File: src/core/hmsd_pkg.sv
// Constants and types shared by the headphone mode and short-detect control.
// Assumes a single 100 MHz clock domain.
package hmsd_pkg;
   localparam int          CLK_MHZ         = 100;
   localparam int          PROBE_NS        = 3000;
   localparam int          PROBE_CYC       = (PROBE_NS * CLK_MHZ + 999) / 1000;
   localparam int          DEBOUNCE_MS     = 10;
   localparam int          DEBOUNCE_CYC    = DEBOUNCE_MS * CLK_MHZ * 1000;
   localparam logic [15:0] SHORT_LIMIT_MOHM = 16'h0FA0;
   localparam int          TEMP_TRIP_C     = 140;
   localparam int          TEMP_HYST_C     = 15;
   localparam logic [7:0]  TEMP_TRIP       = 8'(TEMP_TRIP_C);
   localparam logic [7:0]  TEMP_REARM      = 8'(TEMP_TRIP_C - TEMP_HYST_C);
   localparam logic        FAULT_IDLE      = 1'b1;

   typedef enum logic [1:0] {
      HMSD_MODE_OFF    = 2'b00,
      HMSD_MODE_MONO   = 2'b01,
      HMSD_MODE_STEREO = 2'b10,
      HMSD_MODE_AUTO   = 2'b11
   } hmsd_mode_t;

   typedef enum logic [2:0] {
      HMSD_IDLE  = 3'b000,
      HMSD_PROBE_L = 3'b001,
      HMSD_PROBE_R = 3'b010,
      HMSD_DECIDE  = 3'b011
   } hmsd_state_t;

   typedef enum logic [1:0] {
      HMSD_OUT_HIZ   = 2'b00,
      HMSD_OUT_DRIVE = 2'b01,
      HMSD_OUT_1K    = 2'b10
   } hmsd_out_t;
endpackage : hmsd_pkg

File: src/core/hmsd_edge_sync.sv
// Two-flop synchroniser with rise and fall pulses on the clean value.
// Assumes the input may be asynchronous to clk.
`timescale 1ns/1ps
module hmsd_edge_sync (
   input  wire logic clk,
   input  wire logic nrst,
   input  wire logic din,
   output logic      level,
   output logic      rise,
   output logic      fall
);
   logic meta_q;
   logic sync_q;
   logic prev_q;

   // First flop feeds only the second
   always_ff @(posedge clk or negedge nrst) begin
      if (!nrst) begin
         meta_q <= 1'b0;
         sync_q <= 1'b0;
         prev_q <= 1'b0;
      end else begin
         meta_q <= din;
         sync_q <= meta_q;
         prev_q <= sync_q;
      end
   end

   // Edge pulses from synchronised history, one per edge
   assign level = sync_q;
   assign rise  = sync_q & ~prev_q;
   assign fall  = ~sync_q & prev_q;
endmodule : hmsd_edge_sync

File: src/core/hmsd_timer.sv
// Load-and-count-down timer giving a one-cycle done pulse.
// Assumes the loaded count is at least one.
`timescale 1ns/1ps
module hmsd_timer #(
   parameter int W = 32
) (
   input  wire logic         clk,
   input  wire logic         nrst,
   input  wire logic         load,
   input  wire logic         stop,
   input  wire logic [W-1:0] count,
   output logic              busy,
   output logic              done
);
   logic [W-1:0] cnt_q;
   logic         run_q;

   // Count down while running, halt on stop
   always_ff @(posedge clk or negedge nrst) begin
      if (!nrst) begin
         cnt_q <= '0;
         run_q <= 1'b0;
      end else if (stop) begin
         run_q <= 1'b0;
      end else if (load) begin
         cnt_q <= count;
         run_q <= 1'b1;
      end else if (run_q) begin
         cnt_q <= cnt_q - W'(1);
         run_q <= (cnt_q != W'(1));
      end
   end

   // Done ignores load, so a reload issued on done forms no loop
   assign busy = run_q;
   assign done = run_q & (cnt_q == W'(1)) & ~stop;
endmodule : hmsd_timer

File: src/core/hmsd_ctrl.sv
// Mode decode, short-probe sequencer and fault latch of the headphone amp.
// Assumes analog sense comparators arrive as clk-synchronous levels.
//
// How it works
// - Rising edge on mode_sel_a with mode_sel_b high starts a probe run.
// - Falling edge on mode_sel_a releases the fault output to high.
// - Load below four ohms measured during a probe marks that side faulted.
// - One faulted side, auto or stereo mode: disable it, mix inputs halved onto healthy side.
// - Both sides faulted, auto or stereo mode: both outputs high impedance, audio muted.
// - Auto mode runs probe on jack, overcurrent, overtemp or power cycle.
// - Jack-sense rise waits a debounce delay before probing.
// - Both mode inputs low: shutdown, pullup off, pump off, 1k outputs.
// - Mono mode: right high impedance, mix on left, probing off.
// - Stereo mode: both channels stereo, probing off.
// - Fault output open-drain active low, latched until cleared.
// - Overtemperature cuts output stage; re-enabled after 15 C cooling.
// - Short found before stereo selected keeps mono operation.
// - Each load probed with a 3 us pulse and current sensed.
`timescale 1ns/1ps
module hmsd_ctrl
   import hmsd_pkg::*;
#(
   parameter int DEBOUNCE_CYCLES = DEBOUNCE_CYC
) (
   input  wire logic        clk,
   input  wire logic        nrst,
   input  wire logic        mode_sel_a,
   input  wire logic        mode_sel_b,
   input  wire logic        jack_sense,
   input  wire logic        src_overcurrent,
   input  wire logic [15:0] load_mohm,
   input  wire logic [7:0]  die_temp_c,
   output logic             probe_pulse,
   output logic             probe_left,
   output logic             jack_pullup_en,
   output logic             pump_en,
   output logic [1:0]       left_out_state,
   output logic [1:0]       right_out_state,
   output logic             mix_en,
   output logic             left_in_to_left,
   output logic             right_in_to_right,
   output logic             fault_n_o,
   output logic             fault_n_oe,
   output logic             routine_busy
);
   logic        a_lvl, a_rise, a_fall;
   logic        b_lvl, b_rise, b_fall;
   logic        jack_q, oc_q;
   logic        hot_q;
   logic        off_q;
   logic        fault_q;
   logic        short_l_q, short_r_q;
   logic        left_bad_q, right_bad_q;
   hmsd_state_t state_q, state_d;
   logic        tmr_load, tmr_busy, tmr_done;
   logic        db_busy, db_done;
   logic [31:0] tmr_count;

   // Mode inputs synchronised, edges taken once
   hmsd_edge_sync u_sync_a (
      .clk   (clk),
      .nrst  (nrst),
      .din   (mode_sel_a),
      .level (a_lvl),
      .rise  (a_rise),
      .fall  (a_fall)
   );
   hmsd_edge_sync u_sync_b (
      .clk   (clk),
      .nrst  (nrst),
      .din   (mode_sel_b),
      .level (b_lvl),
      .rise  (b_rise),
      .fall  (b_fall)
   );

   // Mode decode
   hmsd_mode_t mode;
   assign mode = hmsd_mode_t'({b_lvl, a_lvl});
   wire is_off    = (mode == HMSD_MODE_OFF);
   wire is_mono   = (mode == HMSD_MODE_MONO);
   wire is_stereo = (mode == HMSD_MODE_STEREO);
   wire is_auto   = (mode == HMSD_MODE_AUTO);

   // Trigger sources
   wire jack_rise = jack_sense & ~jack_q;
   wire oc_rise   = src_overcurrent & ~oc_q;
   wire hot_set   = (die_temp_c > TEMP_TRIP);
   wire hot_clr   = (die_temp_c <= TEMP_REARM);
   wire hot_rise  = hot_set & ~hot_q;
   wire wake      = off_q & ~is_off;
   wire idle      = (state_q == HMSD_IDLE);
   wire trig_auto = is_auto & (oc_rise | hot_rise | wake | db_done);
   wire trig_host = a_rise & b_lvl;
   wire start     = idle & (trig_auto | trig_host);

   // Sense edge history, thermal hysteresis, shutdown memory
   always_ff @(posedge clk or negedge nrst) begin
      if (!nrst) begin
         jack_q <= 1'b0;
         oc_q   <= 1'b0;
         hot_q  <= 1'b0;
         off_q  <= 1'b1;
      end else begin
         jack_q <= jack_sense;
         oc_q   <= src_overcurrent;
         hot_q  <= hot_set | (hot_q & ~hot_clr);
         off_q  <= is_off;
      end
   end

   // Jack debounce, restarted on every rise in auto mode, dropped if jack falls or auto mode is left
   hmsd_timer #(.W(32)) u_debounce (
      .clk   (clk),
      .nrst  (nrst),
      .load  (jack_rise & is_auto),
      .stop  (~jack_sense | ~is_auto),
      .count (32'(DEBOUNCE_CYCLES)),
      .busy  (db_busy),
      .done  (db_done)
   );

   // Probe pulse timer
   assign tmr_count = 32'(PROBE_CYC);
   hmsd_timer #(.W(32)) u_probe (
      .clk   (clk),
      .nrst  (nrst),
      .load  (tmr_load),
      .stop  (is_off),
      .count (tmr_count),
      .busy  (tmr_busy),
      .done  (tmr_done)
   );

   wire load_short = (load_mohm < SHORT_LIMIT_MOHM);

   // Probe sequencer: left pulse, right pulse, decide
   always_comb begin
      state_d  = state_q;
      tmr_load = 1'b0;
      case (state_q)
         HMSD_IDLE: begin
            if (start) begin
               state_d  = HMSD_PROBE_L;
               tmr_load = 1'b1;
            end
         end
         HMSD_PROBE_L: begin
            if (tmr_done) begin
               state_d  = HMSD_PROBE_R;
               tmr_load = 1'b1;
            end
         end
         HMSD_PROBE_R: begin
            if (tmr_done) begin
               state_d = HMSD_DECIDE;
            end
         end
         HMSD_DECIDE: state_d = HMSD_IDLE;
         default:     state_d = HMSD_IDLE;
      endcase
      if (is_off) begin
         state_d  = HMSD_IDLE;
         tmr_load = 1'b0;
      end
   end

   always_ff @(posedge clk or negedge nrst) begin
      if (!nrst) begin
         state_q <= HMSD_IDLE;
      end else begin
         state_q <= state_d;
      end
   end

   // Current sensed at the end of each probe pulse
   always_ff @(posedge clk or negedge nrst) begin
      if (!nrst) begin
         short_l_q <= 1'b0;
         short_r_q <= 1'b0;
      end else if (start) begin
         short_l_q <= 1'b0;
         short_r_q <= 1'b0;
      end else if (tmr_done && state_q == HMSD_PROBE_L) begin
         short_l_q <= load_short;
      end else if (tmr_done && state_q == HMSD_PROBE_R) begin
         short_r_q <= load_short;
      end
   end

   // Result held across modes; shutdown forgets it
   always_ff @(posedge clk or negedge nrst) begin
      if (!nrst) begin
         left_bad_q  <= 1'b0;
         right_bad_q <= 1'b0;
      end else if (is_off) begin
         left_bad_q  <= 1'b0;
         right_bad_q <= 1'b0;
      end else if (state_q == HMSD_DECIDE) begin
         left_bad_q  <= short_l_q;
         right_bad_q <= short_r_q;
      end
   end

   // Fault latch; a new detection wins over the clear edge
   wire found = (state_q == HMSD_DECIDE) & (short_l_q | short_r_q);
   always_ff @(posedge clk or negedge nrst) begin
      if (!nrst) begin
         fault_q <= 1'b0;
      end else if (found) begin
         fault_q <= 1'b1;
      end else if (a_fall) begin
         fault_q <= 1'b0;
      end
   end

   // Open-drain fault: drive low only when latched
   assign fault_n_o  = ~FAULT_IDLE;
   assign fault_n_oe = fault_q;

   // Output routing per mode and probe result
   wire any_bad   = left_bad_q | right_bad_q;
   wire both_bad  = left_bad_q & right_bad_q;
   wire auto_like = is_auto | (is_stereo & any_bad);
   // Forced mono ignores load results, so only auto-like modes mute
   wire mute      = auto_like & both_bad;
   wire l_on = ~hot_q & ~mute & (is_mono | is_stereo | is_auto)
               & ~(auto_like & left_bad_q);
   wire r_on = ~hot_q & ~mute & (is_stereo | is_auto)
               & ~(auto_like & right_bad_q);
   wire mono_mix = is_mono | (auto_like & any_bad & ~both_bad);

   always_ff @(posedge clk or negedge nrst) begin
      if (!nrst) begin
         left_out_state    <= HMSD_OUT_1K;
         right_out_state   <= HMSD_OUT_1K;
         mix_en            <= 1'b0;
         left_in_to_left   <= 1'b0;
         right_in_to_right <= 1'b0;
         jack_pullup_en    <= 1'b0;
         pump_en           <= 1'b0;
      end else if (is_off) begin
         left_out_state    <= HMSD_OUT_1K;
         right_out_state   <= HMSD_OUT_1K;
         mix_en            <= 1'b0;
         left_in_to_left   <= 1'b0;
         right_in_to_right <= 1'b0;
         jack_pullup_en    <= 1'b0;
         pump_en           <= 1'b0;
      end else begin
         left_out_state    <= l_on ? HMSD_OUT_DRIVE : HMSD_OUT_HIZ;
         right_out_state   <= r_on ? HMSD_OUT_DRIVE : HMSD_OUT_HIZ;
         mix_en            <= mono_mix & ~mute;
         left_in_to_left   <= l_on & ~mono_mix;
         right_in_to_right <= r_on & ~mono_mix;
         jack_pullup_en    <= 1'b1;
         pump_en           <= 1'b1;
      end
   end

   // Probe drive to the analog side
   assign probe_pulse  = tmr_busy & (state_q == HMSD_PROBE_L
                                    || state_q == HMSD_PROBE_R);
   assign probe_left   = (state_q == HMSD_PROBE_L);
   assign routine_busy = ~idle;

   // Assertions
   property p_rerun;
      @(posedge clk) disable iff (!nrst)
      (idle && a_rise && b_lvl) |=> (state_q == HMSD_PROBE_L);
   endproperty
   a_rerun: assert property (p_rerun) else $error("rerun not started");

   property p_clear;
      @(posedge clk) disable iff (!nrst)
      (a_fall && !found) |=> !fault_n_oe;
   endproperty
   a_clear: assert property (p_clear) else $error("fault not cleared");

   property p_probe_len;
      @(posedge clk) disable iff (!nrst)
      $rose(probe_pulse) && !is_off |-> probe_pulse [*8] ##1 probe_pulse;
   endproperty
   a_probe_len: assert property (p_probe_len)
      else $error("probe pulse too short");

   property p_latch;
      @(posedge clk) disable iff (!nrst)
      found |=> fault_n_oe;
   endproperty
   a_latch: assert property (p_latch) else $error("fault not latched");

   property p_both;
      @(posedge clk) disable iff (!nrst)
      (both_bad && (is_auto || is_stereo)) |=> (left_out_state == HMSD_OUT_HIZ
                                && right_out_state == HMSD_OUT_HIZ
                                && !mix_en);
   endproperty
   a_both: assert property (p_both) else $error("both shorted not muted");

   property p_shutdown;
      @(posedge clk) disable iff (!nrst)
      is_off |=> (!pump_en && !jack_pullup_en
                  && left_out_state == HMSD_OUT_1K);
   endproperty
   a_shutdown: assert property (p_shutdown)
      else $error("shutdown not applied");

   property p_mono;
      @(posedge clk) disable iff (!nrst)
      (is_mono && !hot_q) |=> (right_out_state == HMSD_OUT_HIZ && mix_en);
   endproperty
   a_mono: assert property (p_mono) else $error("mono routing wrong");

   property p_no_probe_forced;
      @(posedge clk) disable iff (!nrst)
      (idle && (is_mono || (is_stereo && !a_rise))) |=> idle;
   endproperty
   a_no_probe_forced: assert property (p_no_probe_forced)
      else $error("probe in forced mode");

   property p_hot;
      @(posedge clk) disable iff (!nrst)
      (hot_q && !is_off) |=> (left_out_state == HMSD_OUT_HIZ);
   endproperty
   a_hot: assert property (p_hot) else $error("hot stage not off");

   c_run:   cover property (@(posedge clk) state_q == HMSD_DECIDE);
   c_fault: cover property (@(posedge clk) found);
   c_clear: cover property (@(posedge clk) fault_q ##1 !fault_q);
   c_jack:  cover property (@(posedge clk) db_done);
endmodule : hmsd_ctrl

File: config.mk
export PLATFORM = sky130hd
export DESIGN_NAME = hmsd_ctrl
export DESIGN_NICKNAME = d
export VERILOG_FILES = /design/src/core/hmsd_pkg.sv /design/src/core/hmsd_edge_sync.sv /design/src/core/hmsd_timer.sv /design/src/core/hmsd_ctrl.sv
export SDC_FILE = /design/constraint.sdc
export NUM_CORES = 1
export LEC_CHECK = 0
export BUFFER_PORTS_ARGS = -buffer_cell sky130_fd_sc_hd__buf_4
export CAP_MARGIN = 20
export CORE_ASPECT_RATIO = 0.8
export CORE_MARGIN = 2
export CORE_UTILIZATION = 35
export CTS_CLUSTER_SIZE = 25
export DETAILED_ROUTE_END_ITERATION = 10
export GPL_TIMING_DRIVEN = 0
export PLACE_DENSITY = 0.58
export SETUP_SLACK_MARGIN = 0.1
export SLEW_MARGIN = 20
export SYNTH_ARGS = -nofsm -noshare
export SYNTH_HDL_FRONTEND = slang
export SYNTH_SLANG_ARGS = --single-unit
File: constraint.sdc
create_clock -name clk -period 7.5 [get_ports clk]
set_input_delay 0.75 -clock clk [delete_from_list [all_inputs] [get_ports clk]]
set_output_delay 0.75 -clock clk [all_outputs]
set_load 0.02 [all_outputs]
==> metrics.md <==
| Metric | Value |
|---|---|
| Outcome | `finished clean` |
| Placed standard-cell area | `between 4000 and 5000 sq um` |
| Hold_sp | `u_sync_b.meta_q` |
| Max cap viols | `0` |
| Post-CTS Setup Inserts | `0` |
| Cells after synthesis | `446` |
| Comb power frac | `between 20% and 30%` |
| CTS tree | `yes` |
| Layout cells sized above 1 | `between 15 and 20%` |
| Clock share of power | `33.3%` |
| RSZ-0062 raised after global routing | `no` |
| Crit Reg-Reg Startpoint | `u_probe.cnt_q[15]` |
| Metal2 WL | `4260 microns` |
| P_int | `roughly 0.85 mW` |
| Final Max Tran Viols | `0` |
| CP startpoint | `u_probe.cnt_q[15]` |
| Synth-to-layout area growth | `17.2%` |
| Crit-path max FO | `10` |
| Setup TNS | `0 ns` |
| Reg2Reg Setup Slack | `roughly 4.5 ns` |
| I/O Pins | `44` |
| Placer's final routability congestion estimate | `0.810` |
| Highest routed layer | `met4` |
| Net Sw Power | `0.398 mW` |
| CTS Buf Count | `9` |
| Fin. Hold Viols | `0` |
| Placement Rows | `36` |
| Clk sinks | `88` |
| DR iter-0 viols | `about 170` |
| WL final | `about 9600 microns` |
| Clock Latency Late Sink | `0.34 ns` |
| Multi-input logic area | `roughly 2100 sq um` |
| Filler Cell Count | `about 1.2k` |
| Resized cells post-CTS | `0` |
| Crit end category | `register` |
| Core box area | `about 12000 sq um` |
| Cell Area, Synth | `between 4000 and 5000 sq um` |
| Hold worst-path end | `u_sync_b.level` |
| Highest-count cells in the layout ignoring fill and taps | `dfrtp_1 (87), nor2_1 (61), xnor2_1 (40), buf_4 (40), nand2_1 (24)` |
| Commonest non-fill, non-tap cell in the layout | `dfrtp_1` |
| Worst path arrival time | `approximately 3.2 ns` |
| Syn avg cell area | `approximately 10 sq um` |
| Reg area | `between 2000 and 2500 sq um` |
| IO buf count | `37` |
| Post-DP HPWL | `just under 7000 microns` |
| CTS max path bufs | `2` |
| Share of power burned in registers | `between 40% and 50%` |
| Yosys warns | `0` |
| Worst Setup Slack, final | `4.54 ns` |
| DIE AREA | `13700 sq um` |
| Routed Antenna Nets | `0` |
| Largest net degree at the start of global routing | `89` |
| Root Driver | `clkbuf_16` |
| Leak Pwr | `approximately 2.2 nW` |
| Share of the synthesized area in the top cell type | `48.8%` |
| Wire length of the first global-routing pass | `16700 microns` |
| Max-slew headroom | `47.4%` |
| Setup violators final | `0` |
| Post-Layout Inst Area | `5240 sq um` |
| Max IR drop VDD | `approximately 0.2 mV` |
| Critical path class | `reg -> reg` |
| Worst Skew | `~0.0083 ns` |
| Fin crit period | `roughly 3 ns` |
| Power density over the cells | `239 nW/um^2` |
| Worst endpoint required time | `slightly below 8 ns` |
| Post-synthesis sequential area ratio | `around half` |
| Starting Density | `a little over a third` |
| Yosys reg bits | `88` |
| Worst Tran Pin Value | `about 0.79 ns` |
| Total grt overflow | `0` |
| FF-to-FF path depth | `8` |
| Post-DR vias/cell | `between 5 and 6` |
| Number of flops mapped to enable cells by yosys | `0` |
| Startpoint class of the critical path | `register` |
| Number of antenna violations at the first check in global routing | `0` |
| DR WL met3 | `~370 microns` |
| Layout net count | `around 530` |
| Average wire per standard cell | `roughly 14 microns` |
| Synth area leaders | `dfrtp_1 (49%), xnor2_1 (7.8%), nor2_1 (5.1%), or4_1 (2.5%), or3_1 (2.4%)` |
| Vias | `around 3.4k` |
| First-pass iteration count of the detailed router | `4` |
| Top_reg_cell synth | `dfrtp_1` |
| Vias in the first global route | `roughly 3.3k` |
| Cell variety after synth | `52` |
| CTS Hold Bufs | `0` |
| H-tree depth | `3` |
| Reg clk slew, reported paths | `~0.060 ns` |
| Dpl ws | `approximately 4.6 ns` |
| DRC errors left | `0` |
| All-layer global routing usage | `between 10% and 20%` |
| Diode count | `0` |
| Reg2reg end | `u_probe.cnt_q[4]` |
| Asr flop ratio synth | `100%` |
| Net Sw Frac | `between 30% and 40%` |
| Fin crit share | `39.4%` |
| Fmax achieved | `between 0.3 and 0.4 GHz` |
| Worst min path class | `reg -> reg` |
| Min-Delay Path Depth | `0` |
| Leading area contributor after synthesis | `dfrtp_1` |
| Metal-1 WL | `4920 microns` |
| Die width | `130 microns` |
| Syn_nets | `about 480` |
| Die height | `about 110 microns` |
==> worst max-delay path: stages (launching register included) <==
cell	delay, ns
dfrtp_1	0.43
or4_1	0.55
nor3_2	0.24
nand4_1	0.27
nor3_1	0.62
nand2b_1	0.18
buf_2	0.22
buf_2	0.26
nor2_1	0.08
==> cell usage after synthesis, types with 4 or more instances <==
library cell,instances
buf_4,4
clkbuf_1,6
o31ai_1,5
a2111oi_1,5
or3_1,17
or2_2,4
o21ai_0,15
nor2_1,61
nand2b_1,6
nand4_1,11
mux2i_1,5
xnor2_1,40
ha_1,8
dfrtp_1,87
nand2_1,24
a211oi_1,4
or4_1,15
nand3_1,14
a21oi_1,15
inv_1,12
nor4_1,14
buf_2,7
nor2b_1,4
xor2_1,8
nor3_1,20
==> layer usage <==
metal | GRT usage (%) | vias up
li1 | - | 1684
met4 | 4.61 | 0
met3 | 4.66 | 4
met1 | 22.4 | 1636
met2 | 22.6 | 58
met5 | 0 | -
==> logic make-up after synthesis <==
family | Yosys count | share of synthesized area (%)
other | 1 | 0.0840
flip-flops | 88 | 49.3
adder cells (fa/ha/maj) | 8 | 2.24
AO/OA/AOI/OAI | 58 | 9.36
AND/OR/NAND/NOR | 208 | 25.2
multiplexers | 5 | 1.12
XOR/XNOR | 48 | 9.41
buffers and inverters | 30 | 3.22
==> metrics by stage <==
| stage | cells | total power [mW] | util (%) | hold WS, ns |
|---|---|---|---|---|
| floorplan | 446 | 0.748 | - | 0.331 |
| global placement | 654 | 0.832 | 40.3 | 0.335 |
| detailed placement | 654 | 0.841 | 40.3 | 0.335 |
| CTS | 670 | 1.27 | 42.6 | 0.349 |
| global route | 670 | 1.33 | 42.6 | 0.359 |
| finish | 670 | 1.25 | 42.6 | 0.349 |
==> sequential cells by signal, indices dropped and copies added, names as in the netlist, 2 cells and up <==
name and count:
u_debounce.cnt_q 32, u_probe.cnt_q 32, left_out_state 2, state_q 2
==> power by group through the flow <==
| stage | logic, mW | registers [mW] | clock network (mW) |
|---|---|---|---|
| after floorplan | 0.181 | 0.567 | 0 |
| after global placement | 0.258 | 0.574 | 0 |
| after detailed placement | 0.265 | 0.576 | 0 |
| after CTS | 0.266 | 0.568 | 0.432 |
| after global routing | 0.299 | 0.576 | 0.453 |
| final | 0.265 | 0.569 | 0.416 |
==> area by class of cell <==
class | count | share of cell area [%]
clock inverters | 6 | 0.860
inverters | 12 | 0.860
repair buffers | 37 | 5.38
plain buffers | 18 | 1.89
clock buffers | 10 | 4.37
multi-input cells | 328 | 40.5
well taps | 171 | 4.09
flip-flops and latches | 88 | 42.1
==> worst max-delay path by stage <==
| stage | slack, ns | cells past startpoint | endpoint |
|---|---|---|---|
| finish | 4.54 | 8 | u_probe.cnt_q[4] |
| global route | 4.33 | 8 | u_probe.cnt_q[7] |
| CTS | 4.56 | 8 | u_probe.cnt_q[4] |
| detailed placement | 4.58 | 8 | u_probe.cnt_q[4] |
| global placement | 4.56 | 8 | u_probe.cnt_q[4] |
| floorplan | 5.07 | 7 | u_probe.cnt_q[29] |
(Power assumes the default switching activity.)
